<file path="src/pkg/astc_pkg.sv">
// Purpose: Shared constants and types for acquisition sequence and trigger control
// Assumes: 250 MHz system clock
// Notes:   All timing counts derive from printed figures and the clock period
package astc_pkg;

  // ----------------------------------------------------------------
  // Timing
  // ----------------------------------------------------------------
  localparam int unsigned CLK_PERIOD_PS     = 4000;          // System clock period
  localparam int unsigned HOLDOFF_MIN_NS    = 10;            // Shortest time hold-off
  localparam int unsigned HOLDOFF_MIN_CYC   = (HOLDOFF_MIN_NS * 1000 + CLK_PERIOD_PS - 1) / CLK_PERIOD_PS;
  localparam longint unsigned HOLDOFF_MAX_S = 20;            // Longest time hold-off
  localparam longint unsigned HOLDOFF_MAX_CYC = (HOLDOFF_MAX_S * 64'd1000000000000) / CLK_PERIOD_PS;
  localparam int unsigned EVT_MAX           = 1000000000;    // Largest event hold-off count
  localparam int unsigned EXT_PRESENT_PULSES = 50;           // Pulses before external clock is seen
  localparam int unsigned SEG_DIVS          = 10;            // Segment spans ten divisions

  // ----------------------------------------------------------------
  // Widths
  // ----------------------------------------------------------------
  localparam int unsigned HO_W   = 33;                       // Hold-off time counter width
  localparam int unsigned EV_W   = 30;                       // Event counter width
  localparam int unsigned SEG_W  = 16;                       // Segment index width
  localparam int unsigned DIV_W  = 24;                       // Per-division count width
  localparam int unsigned LVL_W  = 12;                       // Trigger level code width
  localparam int unsigned NSRC   = 7;                        // Trigger sources
  localparam int unsigned SRC_W  = 3;                        // Source select width
  localparam int unsigned PRES_W = 6;                        // Presence counter width

  // ----------------------------------------------------------------
  // Encodings
  // ----------------------------------------------------------------
  typedef enum logic [2:0]
  {
    SRC_CH1   = 3'h0,
    SRC_CH2   = 3'h1,
    SRC_CH3   = 3'h2,
    SRC_CH4   = 3'h3,
    SRC_LINE  = 3'h4,
    SRC_EXT   = 3'h5,
    SRC_EXT10 = 3'h6
  } astc_src_e;

  typedef enum logic [1:0]
  {
    TM_AUTO = 2'h0,
    TM_REARM = 2'h1,
    TM_ONE_SHOT = 2'h2
  } astc_tmode_e;

  typedef enum logic [1:0]
  {
    SEQ_OFF  = 2'h0,
    SEQ_ON   = 2'h1,
    SEQ_WRAP = 2'h2
  } astc_seq_e;

  typedef enum logic [2:0]
  {
    CPL_DC     = 3'h0,
    CPL_AC     = 3'h1,
    CPL_LOW_FREQ_REJECT_COUPLING = 3'h2,
    CPL_HIGH_FREQ_REJECT_COUPLING = 3'h3,
    CPL_HF     = 3'h4
  } astc_cpl_e;

  typedef enum logic [1:0]
  {
    CHU_1 = 2'h0,
    CHU_2 = 2'h1,
    CHU_4 = 2'h2
  } astc_chuse_e;

  localparam logic [1:0] SAMP_SINGLE = 2'h0;                 // Single-shot sampling
  localparam logic [1:0] SAMP_RIS    = 2'h1;                 // Random interleaved sampling

  // Per-source trigger settings
  typedef struct packed
  {
    logic [LVL_W-1:0] level;
    astc_cpl_e        coupling;
    logic             slope_neg;
  } astc_trig_cfg_s;

  localparam astc_trig_cfg_s TRIG_CFG_RST = '{level: 12'h800, coupling: CPL_DC, slope_neg: 1'b0};

endpackage

</file>
<file path="src/verilog/astc_sync3.sv">
// Purpose: Three-stage synchroniser with agreement check for a pin input
// Assumes: Input is asynchronous to clk
// Notes:   First stage feeds only the second; a change counts when stages two and three agree
`timescale 1ns/1ps
module astc_sync3
(
  input  wire logic clk,
  input  wire logic rst,
  input  wire logic din,
  output logic      dout,
  output logic      rise
);

  logic [2:0] stg_q;    // Synchroniser chain
  logic [2:0] stg_d;
  logic       out_q;    // Agreed level
  logic       out_d;

  // Next stage values and agreed level
  always_comb
  begin
    stg_d = {stg_q[1:0], din};
    out_d = (stg_q[1] == stg_q[2]) ? stg_q[2] : out_q;
  end

  // Register chain
  always_ff @(posedge clk or posedge rst)
  begin
    if (rst)
    begin
      stg_q <= 3'h0;
      out_q <= 1'b0;
    end
    else
    begin
      stg_q <= stg_d;
      out_q <= out_d;
    end
  end

  assign dout = out_q;
  assign rise = out_d & ~out_q;

endmodule

</file>
<file path="src/verilog/astc_ctrl.sv">
// Purpose: Acquisition sequence and edge trigger control
// Assumes: Operator controls are synchronous; comparators and sample clock are pins
// Notes:   Segment timing counted in clk cycles or external samples; time hold-off always in clk cycles
`timescale 1ns/1ps
module astc_ctrl
(
  input  wire logic                     clk,
  input  wire logic                     rst,
  // Operator controls
  input  wire logic                     arm,
  input  wire logic                     stop_cmd,
  input  wire astc_pkg::astc_tmode_e    trig_mode,
  input  wire astc_pkg::astc_seq_e      seq_mode,
  input  wire logic [astc_pkg::SEG_W-1:0] seg_count,
  input  wire logic [astc_pkg::DIV_W-1:0] per_div,
  input  wire logic                     per_div_wr,
  input  wire logic                     ext_clk_req,
  input  wire logic [1:0]               samp_mode_req,
  input  wire astc_pkg::astc_chuse_e    ch_use,
  input  wire logic                     four_ch_unit,
  input  wire logic [31:0]              auto_timeout,
  input  wire astc_pkg::astc_src_e      trig_src,
  input  wire logic                     cfg_wr,
  input  wire astc_pkg::astc_trig_cfg_s cfg_wdata,
  input  wire logic                     smart_type,
  input  wire logic                     holdoff_by_evt,
  input  wire logic [astc_pkg::HO_W-1:0] holdoff_time,
  input  wire logic [astc_pkg::EV_W-1:0] holdoff_evts,
  // Pins
  input  wire logic                     rear_sample_clock_input,
  input  wire logic [astc_pkg::NSRC-1:0] cmp_pos,
  // Outputs
  output logic                          adc_sample_en,
  output logic                          ext_clk_active,
  output logic                          ext_clk_present,
  output logic [1:0]                    samp_mode,
  output logic [1:0]                    pair_mask,
  output logic                          stamp_en,
  output astc_pkg::astc_trig_cfg_s      cur_cfg,
  output logic                          nv_wr,
  output logic [astc_pkg::SRC_W-1:0]    nv_addr,
  output astc_pkg::astc_trig_cfg_s      nv_wdata,
  output logic                          trig_out,
  output logic [astc_pkg::SEG_W-1:0]    seg_idx,
  output logic                          acq_busy,
  output logic                          done
);

  // ----------------------------------------------------------------
  // Sample clock pin and presence
  // ----------------------------------------------------------------
  logic ext_lvl;       // Synchronised external clock level
  logic ext_rise;      // Rising edge pulse

  astc_sync3 u_ext_sync
  (
    .clk  (clk),
    .rst  (rst),
    .din  (rear_sample_clock_input),
    .dout (ext_lvl),
    .rise (ext_rise)
  );

  logic                       ext_sel_q, ext_sel_d;    // External clock selected
  logic [astc_pkg::PRES_W-1:0] pres_q, pres_d;         // Pulse count toward presence
  logic                       pres_ok_q, pres_ok_d;    // External clock recognised
  logic                       ext_blk_q, ext_blk_d;    // Held internal after a scale change

  // Selection, presence counting
  always_comb
  begin
    ext_sel_d = ext_sel_q;
    ext_blk_d = ext_blk_q;
    pres_d    = pres_q;
    pres_ok_d = pres_ok_q;
    if (ext_clk_req && trig_src != astc_pkg::SRC_EXT && trig_src != astc_pkg::SRC_EXT10)
      ext_sel_d = 1'b1;
    if (!ext_clk_req || trig_src == astc_pkg::SRC_EXT || trig_src == astc_pkg::SRC_EXT10)
      ext_sel_d = 1'b0;
    // Scale change drops to internal clock and stays there until the request is withdrawn
    if (!ext_clk_req)
      ext_blk_d = 1'b0;
    if (per_div_wr)
      ext_blk_d = 1'b1;
    if (per_div_wr || ext_blk_q)
      ext_sel_d = 1'b0;
    if (!ext_sel_q)
    begin
      pres_d    = '0;
      pres_ok_d = 1'b0;
    end
    else if (ext_rise && !pres_ok_q)
    begin
      if (pres_q == astc_pkg::PRES_W'(astc_pkg::EXT_PRESENT_PULSES - 1))
        pres_ok_d = 1'b1;
      pres_d = pres_q + 1'b1;
    end
  end

  always_ff @(posedge clk or posedge rst)
  begin
    if (rst)
    begin
      ext_sel_q <= 1'b0;
      pres_q    <= '0;
      pres_ok_q <= 1'b0;
      ext_blk_q <= 1'b0;
    end
    else
    begin
      ext_sel_q <= ext_sel_d;
      pres_q    <= pres_d;
      pres_ok_q <= pres_ok_d;
      ext_blk_q <= ext_blk_d;
    end
  end

  assign ext_clk_active  = ext_sel_q;
  assign ext_clk_present = pres_ok_q;
  // Sample tick: external rising edge once the clock is recognised, or every internal cycle
  logic tick;
  assign tick = ext_sel_q ? (ext_rise & pres_ok_q) : 1'b1;
  assign adc_sample_en = tick;
  assign samp_mode = ext_sel_q ? astc_pkg::SAMP_SINGLE : samp_mode_req;
  assign stamp_en  = ~ext_sel_q;
  // Pairs: bit0 = 1 with 2 (or both on two-channel), bit1 = 3 with 4
  assign pair_mask = (ch_use == astc_pkg::CHU_2) ? {four_ch_unit, 1'b1} : 2'h0;

  // ----------------------------------------------------------------
  // Per-source trigger settings
  // ----------------------------------------------------------------
  astc_pkg::astc_trig_cfg_s cfg_q [astc_pkg::NSRC];   // Settings per source
  astc_pkg::astc_trig_cfg_s cfg_d [astc_pkg::NSRC];
  logic                     nvw_q, nvw_d;              // Store write strobe
  logic [astc_pkg::SRC_W-1:0] nva_q, nva_d;
  astc_pkg::astc_trig_cfg_s nvd_q, nvd_d;

  genvar gi;
  generate
    for (gi = 0; gi < astc_pkg::NSRC; gi++)
    begin : g_cfg
      // Write only the selected source's slot
      always_comb
      begin
        cfg_d[gi] = cfg_q[gi];
        if (cfg_wr && trig_src == astc_pkg::astc_src_e'(gi))
          cfg_d[gi] = cfg_wdata;
      end
      always_ff @(posedge clk or posedge rst)
      begin
        if (rst)
          cfg_q[gi] <= astc_pkg::TRIG_CFG_RST;
        else
          cfg_q[gi] <= cfg_d[gi];
      end
    end
  endgenerate

  // Mirror every change to non-volatile store
  always_comb
  begin
    nvw_d = cfg_wr;
    nva_d = cfg_wr ? trig_src : nva_q;
    nvd_d = cfg_wr ? cfg_wdata : nvd_q;
  end

  always_ff @(posedge clk or posedge rst)
  begin
    if (rst)
    begin
      nvw_q <= 1'b0;
      nva_q <= '0;
      nvd_q <= astc_pkg::TRIG_CFG_RST;
    end
    else
    begin
      nvw_q <= nvw_d;
      nva_q <= nva_d;
      nvd_q <= nvd_d;
    end
  end

  assign nv_wr    = nvw_q;
  assign nv_addr  = nva_q;
  assign nv_wdata = nvd_q;

  // Effective settings: high-freq becomes AC on conflict
  astc_pkg::astc_trig_cfg_s eff;
  always_comb
  begin
    eff = cfg_q[trig_src];
    if (eff.coupling == astc_pkg::CPL_HF && (smart_type || holdoff_by_evt))
      eff.coupling = astc_pkg::CPL_AC;
    if (eff.coupling == astc_pkg::CPL_HF)
      eff.slope_neg = 1'b0;
  end
  assign cur_cfg = eff;

  // ----------------------------------------------------------------
  // Comparator qualification and hold-off
  // ----------------------------------------------------------------
  logic [astc_pkg::NSRC-1:0] cmp_lvl;
  generate
    for (gi = 0; gi < astc_pkg::NSRC; gi++)
    begin : g_cmp
      astc_sync3 u_cmp
      (
        .clk  (clk),
        .rst  (rst),
        .din  (cmp_pos[gi]),
        .dout (cmp_lvl[gi]),
        .rise ()
      );
    end
  endgenerate

  logic sel_q, sel_d;    // Previous selected comparator level
  logic cond;            // Edge condition on selected source
  // Line source compares at zero crossing, so level is not used
  assign cond = eff.slope_neg ? (sel_q & ~sel_d) : (~sel_q & sel_d);

  logic [astc_pkg::HO_W-1:0] ho_q, ho_d;    // Time hold-off remaining
  logic [astc_pkg::EV_W-1:0] ev_q, ev_d;    // Events seen since trigger
  logic trig;
  logic ho_clear;

  always_comb
  begin
    sel_d = cmp_lvl[trig_src];
    ho_d  = ho_q;
    ev_d  = ev_q;
    trig  = 1'b0;
    if (holdoff_by_evt)
    begin
      if (cond)
      begin
        if (ev_q >= holdoff_evts)
        begin
          trig = 1'b1;
          ev_d = '0;
        end
        else
          ev_d = ev_q + 1'b1;
      end
    end
    else
    begin
      if (ho_q != '0)
        ho_d = ho_q - 1'b1;
      if (cond && ho_q == '0)
      begin
        trig = 1'b1;
        // Clamp the setting into its legal span
        if (holdoff_time < astc_pkg::HO_W'(astc_pkg::HOLDOFF_MIN_CYC))
          ho_d = astc_pkg::HO_W'(astc_pkg::HOLDOFF_MIN_CYC);
        else if (holdoff_time > astc_pkg::HO_W'(astc_pkg::HOLDOFF_MAX_CYC))
          ho_d = astc_pkg::HO_W'(astc_pkg::HOLDOFF_MAX_CYC);
        else
          ho_d = holdoff_time;
      end
    end
    // Idle: no hold-off pending, so the first qualifying event after arm triggers
    if (ho_clear)
    begin
      ho_d = '0;
      ev_d = holdoff_evts;
    end
  end

  always_ff @(posedge clk or posedge rst)
  begin
    if (rst)
    begin
      sel_q <= 1'b0;
      ho_q  <= '0;
      ev_q  <= '0;
    end
    else
    begin
      sel_q <= sel_d;
      ho_q  <= ho_d;
      ev_q  <= ev_d;
    end
  end

  // ----------------------------------------------------------------
  // Acquisition sequencer
  // ----------------------------------------------------------------
  typedef enum logic [2:0]
  {
    ST_IDLE = 3'b001,
    ST_WAIT = 3'b010,
    ST_FILL = 3'b100
  } astc_st_e;

  astc_st_e                   st_q, st_d;
  logic [astc_pkg::SEG_W-1:0] seg_q, seg_d;    // Current segment
  logic [astc_pkg::DIV_W+3:0] pts_q, pts_d;    // Points left in segment
  logic [31:0]                to_q, to_d;      // Time since last trigger
  logic                       done_q, done_d;
  logic                       to_hit;
  logic                       last_seg;
  logic                       seq;

  assign seq      = (seq_mode != astc_pkg::SEQ_OFF);
  assign last_seg = seq ? (seg_q + 1'b1 >= seg_count) : 1'b1;
  // No timeout under external clock
  assign to_hit   = (trig_mode == astc_pkg::TM_AUTO) && !ext_sel_q && seq
                    && (to_q >= auto_timeout);
  assign trig_out = trig & (st_q == ST_WAIT);
  assign ho_clear = (st_q == ST_IDLE);

  always_comb
  begin
    st_d   = st_q;
    seg_d  = seg_q;
    pts_d  = pts_q;
    to_d   = (st_q == ST_IDLE || trig_out) ? 32'h0 : to_q + 32'h1;
    done_d = 1'b0;
    case (st_q)
      ST_IDLE:
      begin
        if (arm)
        begin
          st_d  = ST_WAIT;
          seg_d = '0;
        end
      end
      ST_WAIT:
      begin
        if (trig_out)
        begin
          st_d  = ST_FILL;
          pts_d = (astc_pkg::DIV_W+4)'(per_div) * (astc_pkg::DIV_W+4)'(astc_pkg::SEG_DIVS);
        end
        else if (to_hit)
        begin
          if (seq_mode == astc_pkg::SEQ_WRAP)
          begin
            st_d   = ST_IDLE;
            done_d = 1'b1;
          end
          else
            seg_d = '0;
        end
      end
      ST_FILL:
      begin
        if (tick)
          pts_d = pts_q - 1'b1;
        if (tick && pts_q <= 1)
        begin
          if (seq_mode == astc_pkg::SEQ_WRAP)
          begin
            st_d  = ST_WAIT;
            seg_d = last_seg ? '0 : seg_q + 1'b1;
          end
          else if (!last_seg)
          begin
            st_d  = ST_WAIT;
            seg_d = seg_q + 1'b1;
          end
          else if (trig_mode == astc_pkg::TM_ONE_SHOT)
          begin
            st_d   = ST_IDLE;
            done_d = 1'b1;
          end
          else
          begin
            st_d  = ST_WAIT;
            seg_d = '0;
          end
        end
      end
      default:
        st_d = ST_IDLE;
    endcase
    if (stop_cmd && st_q != ST_IDLE)
    begin
      st_d   = ST_IDLE;
      done_d = 1'b1;
    end
  end

  always_ff @(posedge clk or posedge rst)
  begin
    if (rst)
    begin
      st_q   <= ST_IDLE;
      seg_q  <= '0;
      pts_q  <= '0;
      to_q   <= 32'h0;
      done_q <= 1'b0;
    end
    else
    begin
      st_q   <= st_d;
      seg_q  <= seg_d;
      pts_q  <= pts_d;
      to_q   <= to_d;
      done_q <= done_d;
    end
  end

  assign seg_idx  = seg_q;
  assign acq_busy = (st_q != ST_IDLE);
  assign done     = done_q;

endmodule

</file>
<file path="config.mk">
export PLATFORM = sky130hd
export DESIGN_NAME = astc_ctrl
export DESIGN_NICKNAME = d
export VERILOG_FILES = /design/src/pkg/astc_pkg.sv /design/src/verilog/astc_sync3.sv /design/src/verilog/astc_ctrl.sv
export SDC_FILE = /design/constraint.sdc
export NUM_CORES = 1
export LEC_CHECK = 0
export ABC_AREA = 1
export ABC_CLOCK_PERIOD_IN_PS = 21900
export BUFFER_PORTS_ARGS = -buffer_cell sky130_fd_sc_hd__buf_2
export CAP_MARGIN = 10
export CORE_MARGIN = 2
export CORE_UTILIZATION = 30
export DETAILED_ROUTE_END_ITERATION = 7
export PLACE_DENSITY_LB_ADDON = 0.2
export SLEW_MARGIN = 20
export SYNTH_ARGS = -nofsm -noshare
export SYNTH_HDL_FRONTEND = slang
export SYNTH_HIERARCHICAL = 1
export SYNTH_SLANG_ARGS = --single-unit
</file>
<file path="constraint.sdc">
create_clock -name clk -period 21.9 [get_ports clk]
set_clock_uncertainty 0.2 [all_clocks]
set_input_delay 4.38 -clock clk [delete_from_list [all_inputs] [get_ports clk]]
set_output_delay 4.38 -clock clk [all_outputs]
set_load 0.1 [all_outputs]
</file>
==> results of run 1 <==
## flip-flops by register name (all words and copies together), names as in the netlist
name               cells
done                   1
g_cmp.u_cmp/stg_q     21
nv_wdata              16
nv_wr                  1
cfg_q                112
u_ext_sync/stg_q       3
sel_q                  1
u_ext_sync/dout        1
to_q                  32
nv_addr                3
pts_q                 28
ho_q                  33
pres_q                 6
ext_clk_active         1
st_q                   3
ev_q                  30
ext_blk_q              1
g_cmp.u_cmp/dout       7
ext_clk_present        1
seg_idx               16
## layout by cell type, fill, tap and decap left out, types with 12 or more instances in the layout
cell type  count
nor3_1        38
or2_2         12
o21ai_0      266
xnor2_1       15
a21oi_1      124
ha_1         130
o21ai_1       22
clkbuf_16     40
o31ai_1       14
o22ai_1       21
dfrtp_1      308
inv_1        351
o211ai_1      12
nand4_1       57
nand2_1      628
a22oi_1       17
xor2_1        51
nor2_1       225
a31oi_1       19
nor4_1        21
nand3_1      120
buf_2        242
## layout make-up
type,instances,area [sq um],share of cell area
antenna,3,7.51,0.000318
clock buffer,55,1110,0.0469
clock inverter,15,350,0.0149
inverter,361,1370,0.0580
multi-input combinational,1909,10400,0.442
sequential,317,7940,0.337
tap,864,1080,0.0458
timing repair buffer,253,1290,0.0549
## through the flow
stage / setup WS [ps] / area [sq um] / total power, mW / utilization
CTS: 9440 / 23600 / 2.47 / 0.357
global route: 9210 / 23600 / 2.63 / 0.357
global placement: 9550 / 22100 / 1.70 / 0.335
floorplan: 9470 / 20100 / 1.49 / -
detailed placement: 9470 / 22100 / 1.72 / 0.335
finish: 9460 / 23600 / 2.44 / 0.357
## layer usage
metal / wire [microns] / vias to the layer above / track usage
li1: - / 9290 / -
met1: 27700 / 8736 / 0.224
met2: 28200 / 395 / 0.287
met3: 2610 / 86 / 0.0264
met4: 1580 / 0 / 0.0550
met5: 0 / - / 0
## report_power, final
group          leakage (nW)  switching, mW  internal, mW
combinational          6.90          0.609         0.275
sequential             4.03          0.117         0.714
clock                 0.704          0.278         0.452
## worst min-delay path by stage
stage                                                   end  slack [ps]  cells after the start
after detailed placement  g_cmp[5].u_cmp/stg_q[1]$_DFF_PP0_         140                      0
after floorplan           g_cmp[0].u_cmp/stg_q[1]$_DFF_PP0_         130                      0
after global placement        u_ext_sync/stg_q[1]$_DFF_PP0_         130                      0
after global routing      g_cmp[4].u_cmp/stg_q[1]$_DFF_PP0_         150                      0
final                     g_cmp[5].u_cmp/stg_q[1]$_DFF_PP0_         150                      0
after CTS                     u_ext_sync/stg_q[1]$_DFF_PP0_         150                      0
==> summary.md, run 1 <==
| Metric | Value |
|---|---|
| Avg Cell Area, Syn | `around 7.5 sq um` |
| Net Count, Synth | `between 2,000 and 3,000` |
| Chip Height | `263 microns` |
| CORE AREA | `66,100 sq um` |
| Status | `finished, final reports clean` |
| Worst Path Buf+Inv | `4` |
| Final setup fails | `0` |
| Worst path max stage delay | `~700 ps` |
| Worst hold margin | `146 ps` |
| Initial Utilization | `0.304` |
| Post-CTS Setup Bufs | `0` |
| Detail Placement HPWL | `between 40,000 and 50,000 microns` |
| Crit path capture type | `primary output` |
| Depth of the worst register-to-register path | `21` |
| Vias | `18,500` |
| Iter 0 DRT Violations | `1,109` |
| Post-route minimum period | `between 10,000 and 15,000 ps` |
| DR WL/cell | `15.9 microns` |
| Largest net degree at the start of global routing | `between 100 and 150` |
| Cells after DPL | `3,704` |
| Worst-margin pin slew | `around 1000 ps` |
| Layout cell share with drive strength beyond 1 | `0.135` |
| Delay-heaviest family, CP | `buffers and inverters` |
| R2R Path End | `seg_idx[0]$_DFFE_PP0P_` |
| Synthesized cell area | `approximately 20,000 sq um` |
| Global-route usage over all layers | `0.170` |
| Hold buffers post-CTS | `0` |
| Crit path depth | `12` |
| Global-route wire length before repair | `between 90,000 and 100,000 microns` |
| Cts repair resizes | `0` |
| Nets | `~3,200` |
| Routed Antenna Nets | `0` |
| Cts bufs inserted | `40` |
| CP Launch Type | `input pin` |
| Layout Cells excl Fill | `approximately 3,800` |
| Buffers added on ports | `242` |
| Clk slew on worst S/H paths | `about 60 ps` |
| Remaining Overflow, GRT | `0` |
| RePlAce Congestion | `0.875` |
| Drt total wl | `between 60,000 and 70,000 microns` |
| Slew Viols, Final | `0` |
| Area delta synth->final | `17.2%` |
| FMAX | `just over 0.08 GHz` |
| R2r setup slk | `about 17,000 ps` |
| Row cnt | `94` |
| Die footprint | `approximately 70,000 sq um` |
| CP Max Fanout | `36` |
| CTS tree | `done` |
| Pwr Density | `104 nW/um^2` |
| Peak VDD IR | `about 0.056 mV` |
| Maximum root-to-sink buffer count | `3` |
| Critical path type | `in -> out` |
| Hold_sp | `g_cmp[5].u_cmp/stg_q[0]$_DFF_PP0_` |
| Post-Syn Instances | `2,670` |
| Residual DRC | `0` |
| RR Startpoint | `seg_idx[0]$_DFFE_PP0P_` |
| H-tree depth | `2` |
| Crit-path cells | `buf_2 > clkinv_1 > a21oi_1 > nand3_1 > nand2_1 > nand4_1 > nand3_2 > nand3_4 > nand2_4 > nand3_2 > inv_1 > buf_2` |
| Hold Path Class | `reg -> reg` |
| Die W | `263 microns` |
| CTS Root Cell | `clkbuf_16` |
| Drt first pass iters | `5` |
| YS warnings | `6` |
| CP Launch Point | `trig_src[2]` |
| Relative slew slack | `0.330` |
| Worst Path Required | `17,320 ps` |
| Fill count | `6,988` |
| Initial antenna violation count | `3` |
| Vias in the first global route | `18,300` |
| CTS sink count | `around 320` |
| Number of max-cap violations | `0` |
| Leak | `11.6 nW` |
| CP arrival | `7860 ps` |
| Fin. Hold Viols | `0` |
| Final period util | `0.568` |
| Detailed-route vias per instance | `around 4.9` |
| Worst skew pair latency | `around 580 ps` |
| CP max stage cell | `clkinv_1` |
| RSZ-0062 raised after global routing | `no` |
| Setup TNS | `0 ps` |
| Worst setup path endpoint | `trig_out` |
| Io pins | `243` |
No activity file was read; power rests on OpenSTA's default activity.
==> run 2: changes to the inputs <==
--- a/config.mk
+++ b/config.mk
@@ -5,8 +5,8 @@
 export SDC_FILE = /design/constraint.sdc
 export NUM_CORES = 1
 export LEC_CHECK = 0
-export ABC_AREA = 1
-export ABC_CLOCK_PERIOD_IN_PS = 21900
+export ABC_AREA = 0
+export ABC_CLOCK_PERIOD_IN_PS = 12100
 export BUFFER_PORTS_ARGS = -buffer_cell sky130_fd_sc_hd__buf_2
 export CAP_MARGIN = 10
 export CORE_MARGIN = 2
==> constraint.sdc (replaced) <==
create_clock -name clk -period 12.1 [get_ports clk]
set_clock_uncertainty 0.2 [all_clocks]
set_input_delay 2.42 -clock clk [delete_from_list [all_inputs] [get_ports clk]]
set_output_delay 2.42 -clock clk [all_outputs]
set_load 0.1 [all_outputs]
==> summary.md, run 2 <==
| Metric | Value |
|---|---|
| Status | `finished, final reports clean` |
| Largest net degree at the start of global routing | `101 (-6.5%)` |
| Nets | `2,504 (-22%)` |
| Die footprint | `65,600 sq um (-5.1%)` |
| Leak | `10.5 nW (-9.9%)` |
| Slew Viols, Final | `0 (unchanged)` |
| Cts repair resizes | `0 (unchanged)` |
| Largest Register | `cfg_q` |
| Die W | `256 microns (-2.6%)` |
| Row cnt | `92 (-2.1%)` |
| Synthesized cell area | `19,100 sq um (-5.2%)` |
| Vias in the first global route | `16,000 (-13%)` |
| H-tree depth | `2 (unchanged)` |
| Maximum root-to-sink buffer count | `3 (unchanged)` |
| Vias | `15,800 (-15%)` |
| Setup WS pre-CTS | `3020 ps (-6450 ps)` |
| Top flop regs | `cfg_q x112, ho_q x33, to_q x32` |
| Most common cell after layout, fill and taps aside | `dfrtp_1` |
| Area delta synth->final | `18.7%` |
| YS warnings | `6 (unchanged)` |
| Worst skew pair latency | `580 ps (about the same)` |
| Layout cell share with drive strength beyond 1 | `0.231 (+0.0959)` |
| Pwr Density | `186 nW/um^2 (+80%)` |
| Worst path max stage delay | `670 ps (-30 ps)` |
| DR WL/cell | `17.4 microns (+9.2%)` |
| RR Startpoint | `seg_idx[2]$_DFFE_PP0P_` |
| Peak VDD IR | `0.107 mV (+92%)` |
| Clk slew on worst S/H paths | `60 ps (about the same)` |
| R2R Path End | `seg_idx[15]$_DFFE_PP0P_` |
| CP Max Fanout | `32 (-11%)` |
| Hold buffers post-CTS | `0 (unchanged)` |
| Critical path type | `in -> out` |
| Worst Path Buf+Inv | `4 (unchanged)` |
| Drt first pass iters | `5 (unchanged)` |
| Final setup fails | `0 (unchanged)` |
| Commonest cells after routing, fill and taps aside | `dfrtp_1, buf_2, nor2_1, a21oi_1, mux2_2` |
| CTS sink count | `317 (unchanged)` |
| Initial Utilization | `0.303 (-0.00140)` |
| Number of flip-flops in the largest register | `112 (unchanged)` |
| CP max stage cell | `buf_2` |
| Crit path capture type | `primary output` |
| FMAX | `approximately 0.11 GHz` |
| Global-route usage over all layers | `0.163 (-0.00753)` |
| Iter 0 DRT Violations | `730 (-34%)` |
| CTS Root Cell | `clkbuf_16` |
| RePlAce Congestion | `0.823 (-6.0%)` |
| Hold Path Class | `reg -> reg` |
| Worst Path Required | `9480 ps (-7840 ps)` |
| Routed Antenna Nets | `0 (unchanged)` |
| Hold_sp | `g_cmp[4].u_cmp/stg_q[0]$_DFF_PP0_` |
| Fin worst setup slack | `3050 ps (-6420 ps)` |
| Global-route wire length before repair | `87,500 microns (-9.6%)` |
| Worst-margin pin slew | `1040 ps (+40.9 ps)` |
| Io pins | `243 (unchanged)` |
| R2r setup slk | `7180 ps (-10,130 ps)` |
| Detail Placement HPWL | `38,200 microns (-13%)` |
| Worst hold path depth | `0 (unchanged)` |
| Buffers added on ports | `242 (unchanged)` |
| Post-Syn Instances | `1,968 (-26%)` |
| Cts bufs inserted | `41 (+2.5%)` |
| RSZ-0062 raised after global routing | `no` |
| Avg Cell Area, Syn | `9.70 sq um (+29%)` |
| Delay-heaviest family, CP | `buffers and inverters` |
| Drt total wl | `53,500 microns (-11%)` |
| CP arrival | `6430 ps (-1430 ps)` |
| CORE AREA | `63,000 sq um (-4.7%)` |
| Relative slew slack | `0.303 (-0.0271)` |
| Crit path depth | `11 (-1)` |
| Hold Path End | `g_cmp[4].u_cmp/stg_q[1]$_DFF_PP0_` |
| Fin. Hold Viols | `0 (unchanged)` |
| Detailed-route vias per instance | `5.13 (+4.7%)` |
| Post-CTS Setup Bufs | `0 (unchanged)` |
| CTS tree | `done` |
| Remaining Overflow, GRT | `0 (unchanged)` |
| Initial antenna violation count | `1 (-2)` |
| Final period util | `0.748` |
| CP Launch Type | `input pin` |
| Number of max-cap violations | `0 (unchanged)` |
| Chip Height | `256 microns (-2.6%)` |
| Crit-path cells | `buf_2 > buf_4 > mux2i_1 > mux4_2 > nand2b_1 > o21ai_0 > and2_1 > a32oi_4 > nand2b_1 > inv_2 > buf_2` |
| Depth of the worst register-to-register path | `16 (-24%)` |
| Setup TNS | `0 ps (unchanged)` |
| Residual DRC | `0 (unchanged)` |
| Post-route minimum period | `9050 ps` |
| Net Count, Synth | `2,279 (-24%)` |
[run 2: layout make-up]
type | count | area, sq um
clock buffer | 60 | 1170
inverter | 119 | 454
multi-input combinational | 1453 | 10400
tap | 846 | 1060
timing repair buffer | 261 | 1350
sequential | 317 | 7940
antenna | 1 | 2.50
fill | 6413 | 40300
clock inverter | 16 | 272
[run 2: metrics by stage]
step	power, mW	std cells	hold slack (ps)	util	cell area (sq um)
after detailed placement	2.95	2996	136	0.337	21200
final	4.22	3073	148	0.360	22600
after global routing	4.52	3072	156	0.360	22600
after global placement	2.91	2996	134	0.337	21200
after floorplan	2.56	1968	131	-	19100
after CTS	4.27	3072	152	0.360	22600
[run 2: how the worst max path moves through the flow]
| stage | slack (ps) | to | startpoint |
|---|---|---|---|
| final | 3050 | trig_out | trig_src[1] |
| after global routing | 2760 | trig_out | trig_src[1] |
| after CTS | 3010 | trig_out | trig_src[1] |
| after detailed placement | 3020 | trig_out | trig_src[1] |
| after global placement | 3130 | trig_out | trig_src[1] |
| after floorplan | 1630 | cfg_q[0]$_DFFE_PP0P_ | rst |
[run 2: metal layers]
layer / routed length [microns] / global-route usage / vias to the layer above
met5: 13 / 0 / -
met4: 1670 / 0.0588 / 2
met3: 2110 / 0.0241 / 97
met2: 25000 / 0.266 / 319
met1: 24600 / 0.218 / 7765
li1: - / - / 7589
[run 2: report_power, final]
group / switching [mW] / internal (mW)
clock network: 0.508 / 0.786
registers: 0.220 / 1.30
logic: 0.895 / 0.513
==> run 3: changes to the inputs <==
--- a/config.mk
+++ b/config.mk
@@ -6,7 +6,7 @@
 export NUM_CORES = 1
 export LEC_CHECK = 0
 export ABC_AREA = 0
-export ABC_CLOCK_PERIOD_IN_PS = 12100
+export ABC_CLOCK_PERIOD_IN_PS = 8000
 export BUFFER_PORTS_ARGS = -buffer_cell sky130_fd_sc_hd__buf_2
 export CAP_MARGIN = 10
 export CORE_MARGIN = 2
==> constraint.sdc (replaced) <==
create_clock -name clk -period 8 [get_ports clk]
set_clock_uncertainty 0.2 [all_clocks]
set_input_delay 1.6 -clock clk [delete_from_list [all_inputs] [get_ports clk]]
set_output_delay 1.6 -clock clk [all_outputs]
set_load 0.1 [all_outputs]
==> summary.md, run 3 (synthesized netlist as in run 2, its figures left out) <==
| Metric | Value |
|---|---|
| Fin worst setup slack | `1240 ps (-1810 ps)` |
| Relative slew slack | `0.241 (-0.0614)` |
| Hold Path Class | `reg -> reg` |
| Depth of the worst register-to-register path | `16 (unchanged)` |
| Cts repair resizes | `0 (unchanged)` |
| Iter 0 DRT Violations | `868 (+19%)` |
| Multi-input gate area | `10,400 sq um (about the same)` |
| Chip Height | `256 microns (unchanged)` |
| Maximum root-to-sink buffer count | `3 (unchanged)` |
| Crit path capture type | `primary output` |
| Cts bufs inserted | `40 (-2.4%)` |
| Drt first pass iters | `5 (unchanged)` |
| Io pins | `243 (unchanged)` |
| Leak | `10.5 nW (+0.13%)` |
| Crit path depth | `10 (-1)` |
| Number of flip-flops in the largest register | `112 (unchanged)` |
| Remaining Overflow, GRT | `0 (unchanged)` |
| Most common cell after layout, fill and taps aside | `dfrtp_1` |
| Die W | `256 microns (unchanged)` |
| Layout cell share with drive strength beyond 1 | `0.232 (+0.00111)` |
| Most frequent CP cell | `nand2b_1` |
| Delay-heaviest family, CP | `simple AND/OR/NAND/NOR gates` |
| Setup TNS | `0 ps (unchanged)` |
| Number of max-cap violations | `0 (unchanged)` |
| Worst hold margin | `146 ps (-1.91 ps)` |
| Drt total wl | `52,800 microns (-1.3%)` |
| CP Launch Type | `input pin` |
| RePlAce Congestion | `0.832 (+1.1%)` |
| H-tree depth | `2 (unchanged)` |
| Critical path type | `in -> out` |
| Pwr Density | `280 nW/um^2 (+50%)` |
| CP arrival | `4960 ps (-1470 ps)` |
| DR WL/cell | `17.2 microns (-1.3%)` |
| Detail Placement HPWL | `37,900 microns (-1.0%)` |
| Commonest cells after routing, fill and taps aside | `dfrtp_1, buf_2, nor2_1, a21oi_1, mux2_2` |
| Die footprint | `65,600 sq um (unchanged)` |
| Initial antenna violation count | `4 (+3)` |
| Peak VDD IR | `0.193 mV (+80%)` |
| CTS sink count | `317 (unchanged)` |
| Final Util | `0.360 (about the same)` |
| CP Max Fanout | `21 (-34%)` |
| CTS tree | `done` |
| Global-route wire length before repair | `85,300 microns (-2.6%)` |
| Worst skew pair latency | `560 ps (-20 ps)` |
| Worst hold path depth | `0 (unchanged)` |
| Total Power | `6.33 mW (+50%)` |
| Detailed-route vias per instance | `5.11 (-0.51%)` |
| Clk slew on worst S/H paths | `60 ps (about the same)` |
| Worst path max stage delay | `570 ps (-100 ps)` |
| Buffers added on ports | `242 (unchanged)` |
| Residual DRC | `0 (unchanged)` |
| Vias in the first global route | `15,900 (-0.51%)` |
| Hold buffers post-CTS | `0 (unchanged)` |
| Worst-margin pin slew | `1110 ps (+65.6 ps)` |
| RSZ-0062 raised after global routing | `no` |
| CTS Root Cell | `clkbuf_16` |
| Final setup fails | `0 (unchanged)` |
| Register area | `7940 sq um (unchanged)` |
| Largest net degree at the start of global routing | `163 (+61%)` |
| Fill count | `6,423 (+0.16%)` |
| Post-CTS Setup Bufs | `0 (unchanged)` |
| Final period util | `0.845` |
| Global-route usage over all layers | `0.158 (-0.00509)` |
| Routed Antenna Nets | `0 (unchanged)` |
| Area delta synth->final | `18.7% (about the same)` |
| Crit-path cells | `buf_2 > mux2i_1 > mux4_2 > nand2b_1 > o21ai_0 > and2_1 > a32oi_4 > nand2b_1 > inv_2 > buf_12` |
| Vias | `15,700 (-0.51%)` |
| Setup WS pre-CTS | `1230 ps (-1780 ps)` |
| Slew Viols, Final | `0 (unchanged)` |
| Worst Path Buf+Inv | `3 (-1)` |
| CORE AREA | `63,000 sq um (unchanged)` |
| Fin. Hold Viols | `0 (unchanged)` |
| FMAX | `approximately 0.15 GHz` |
| Status | `finished, final reports clean` |
| Nets | `2,504 (unchanged)` |
| Worst Path Required | `6200 ps (-3280 ps)` |
| Top flop regs | `cfg_q x112, ho_q x33, to_q x32` |
| Post-route minimum period | `slightly below 7000 ps` |
| Initial Utilization | `0.303 (unchanged)` |
| Largest Register | `cfg_q` |
| CP max stage cell | `and2_1` |
| Row cnt | `92 (unchanged)` |
-- run 3: changes by cell type in the layout (fill, tap and decap cells not counted), moves of 2 or more --
cell and delta:
buf_12 +2, clkinv_2 +4, diode_2 +2, clkbuf_1 -5
-- run 3: through the flow --
stage               instances  area [sq um]
global route             3070         22600
floorplan                1968         19100
CTS                      3070         22600
detailed placement       2997         21200
global placement         2997         21200
finish                   3073         22700
-- run 3: area by class of cell --
type | count | share of cell area
clock buffers | 57 | 0.0524
repair buffers | 262 | 0.0613
flip-flops and latches | 317 | 0.351
inverters | 119 | 0.0199
well taps | 846 | 0.0467
clock inverters | 16 | 0.0100
diodes | 3 | 0.000331
multi-input cells | 1453 | 0.459
-- run 3: report_power, final --
part	internal, mW	leakage [nW]	switching, mW
registers	1.97	3.94	0.333
clock network	1.20	0.697	0.724
logic	0.776	5.85	1.34
total	3.94	10.5	2.39
-- run 3: per-layer routing --
layer | up-vias | wire length [microns] | global-route usage
met3 | 64 | 2280 | 0.0265
met2 | 318 | 25600 | 0.272
met1 | 7708 | 24000 | 0.206
met4 | 4 | 930 | 0.0382
li1 | 7598 | - | -
met5 | - | 15 | 0
-- run 3: worst reg2reg max path, cell delays in order (launching register included) --
cell and delay (ps):
dfrtp_1 470, and3_1 200, and3_1 230, and3_1 260
and3_1 280, and3_1 260, and3_1 280, nand3_1 120
xnor2_1 160, ha_1 310, o2111ai_1 120, a21oi_1 130
nand2_1 120, a2111oi_0 970, a21o_1 490, or2_1 280
a22o_1 170
-- run 3: path summary, 6_finish.rpt --
check,end,slack [ps],from
min in group asynchronous,u_ext_sync/stg_q[0]$_DFF_PP0_,840,rst
hold reg to reg,u_ext_sync/stg_q[1]$_DFF_PP0_,150,u_ext_sync/stg_q[0]$_DFF_PP0_
hold / removal,u_ext_sync/stg_q[1]$_DFF_PP0_,150,u_ext_sync/stg_q[0]$_DFF_PP0_
max in group asynchronous,to_q[10]$_DFF_PP0_,4900,rst
setup / recovery,trig_out,1240,trig_src[1]
setup reg to reg,seg_idx[4]$_DFFE_PP0P_,2880,seg_idx[2]$_DFFE_PP0P_
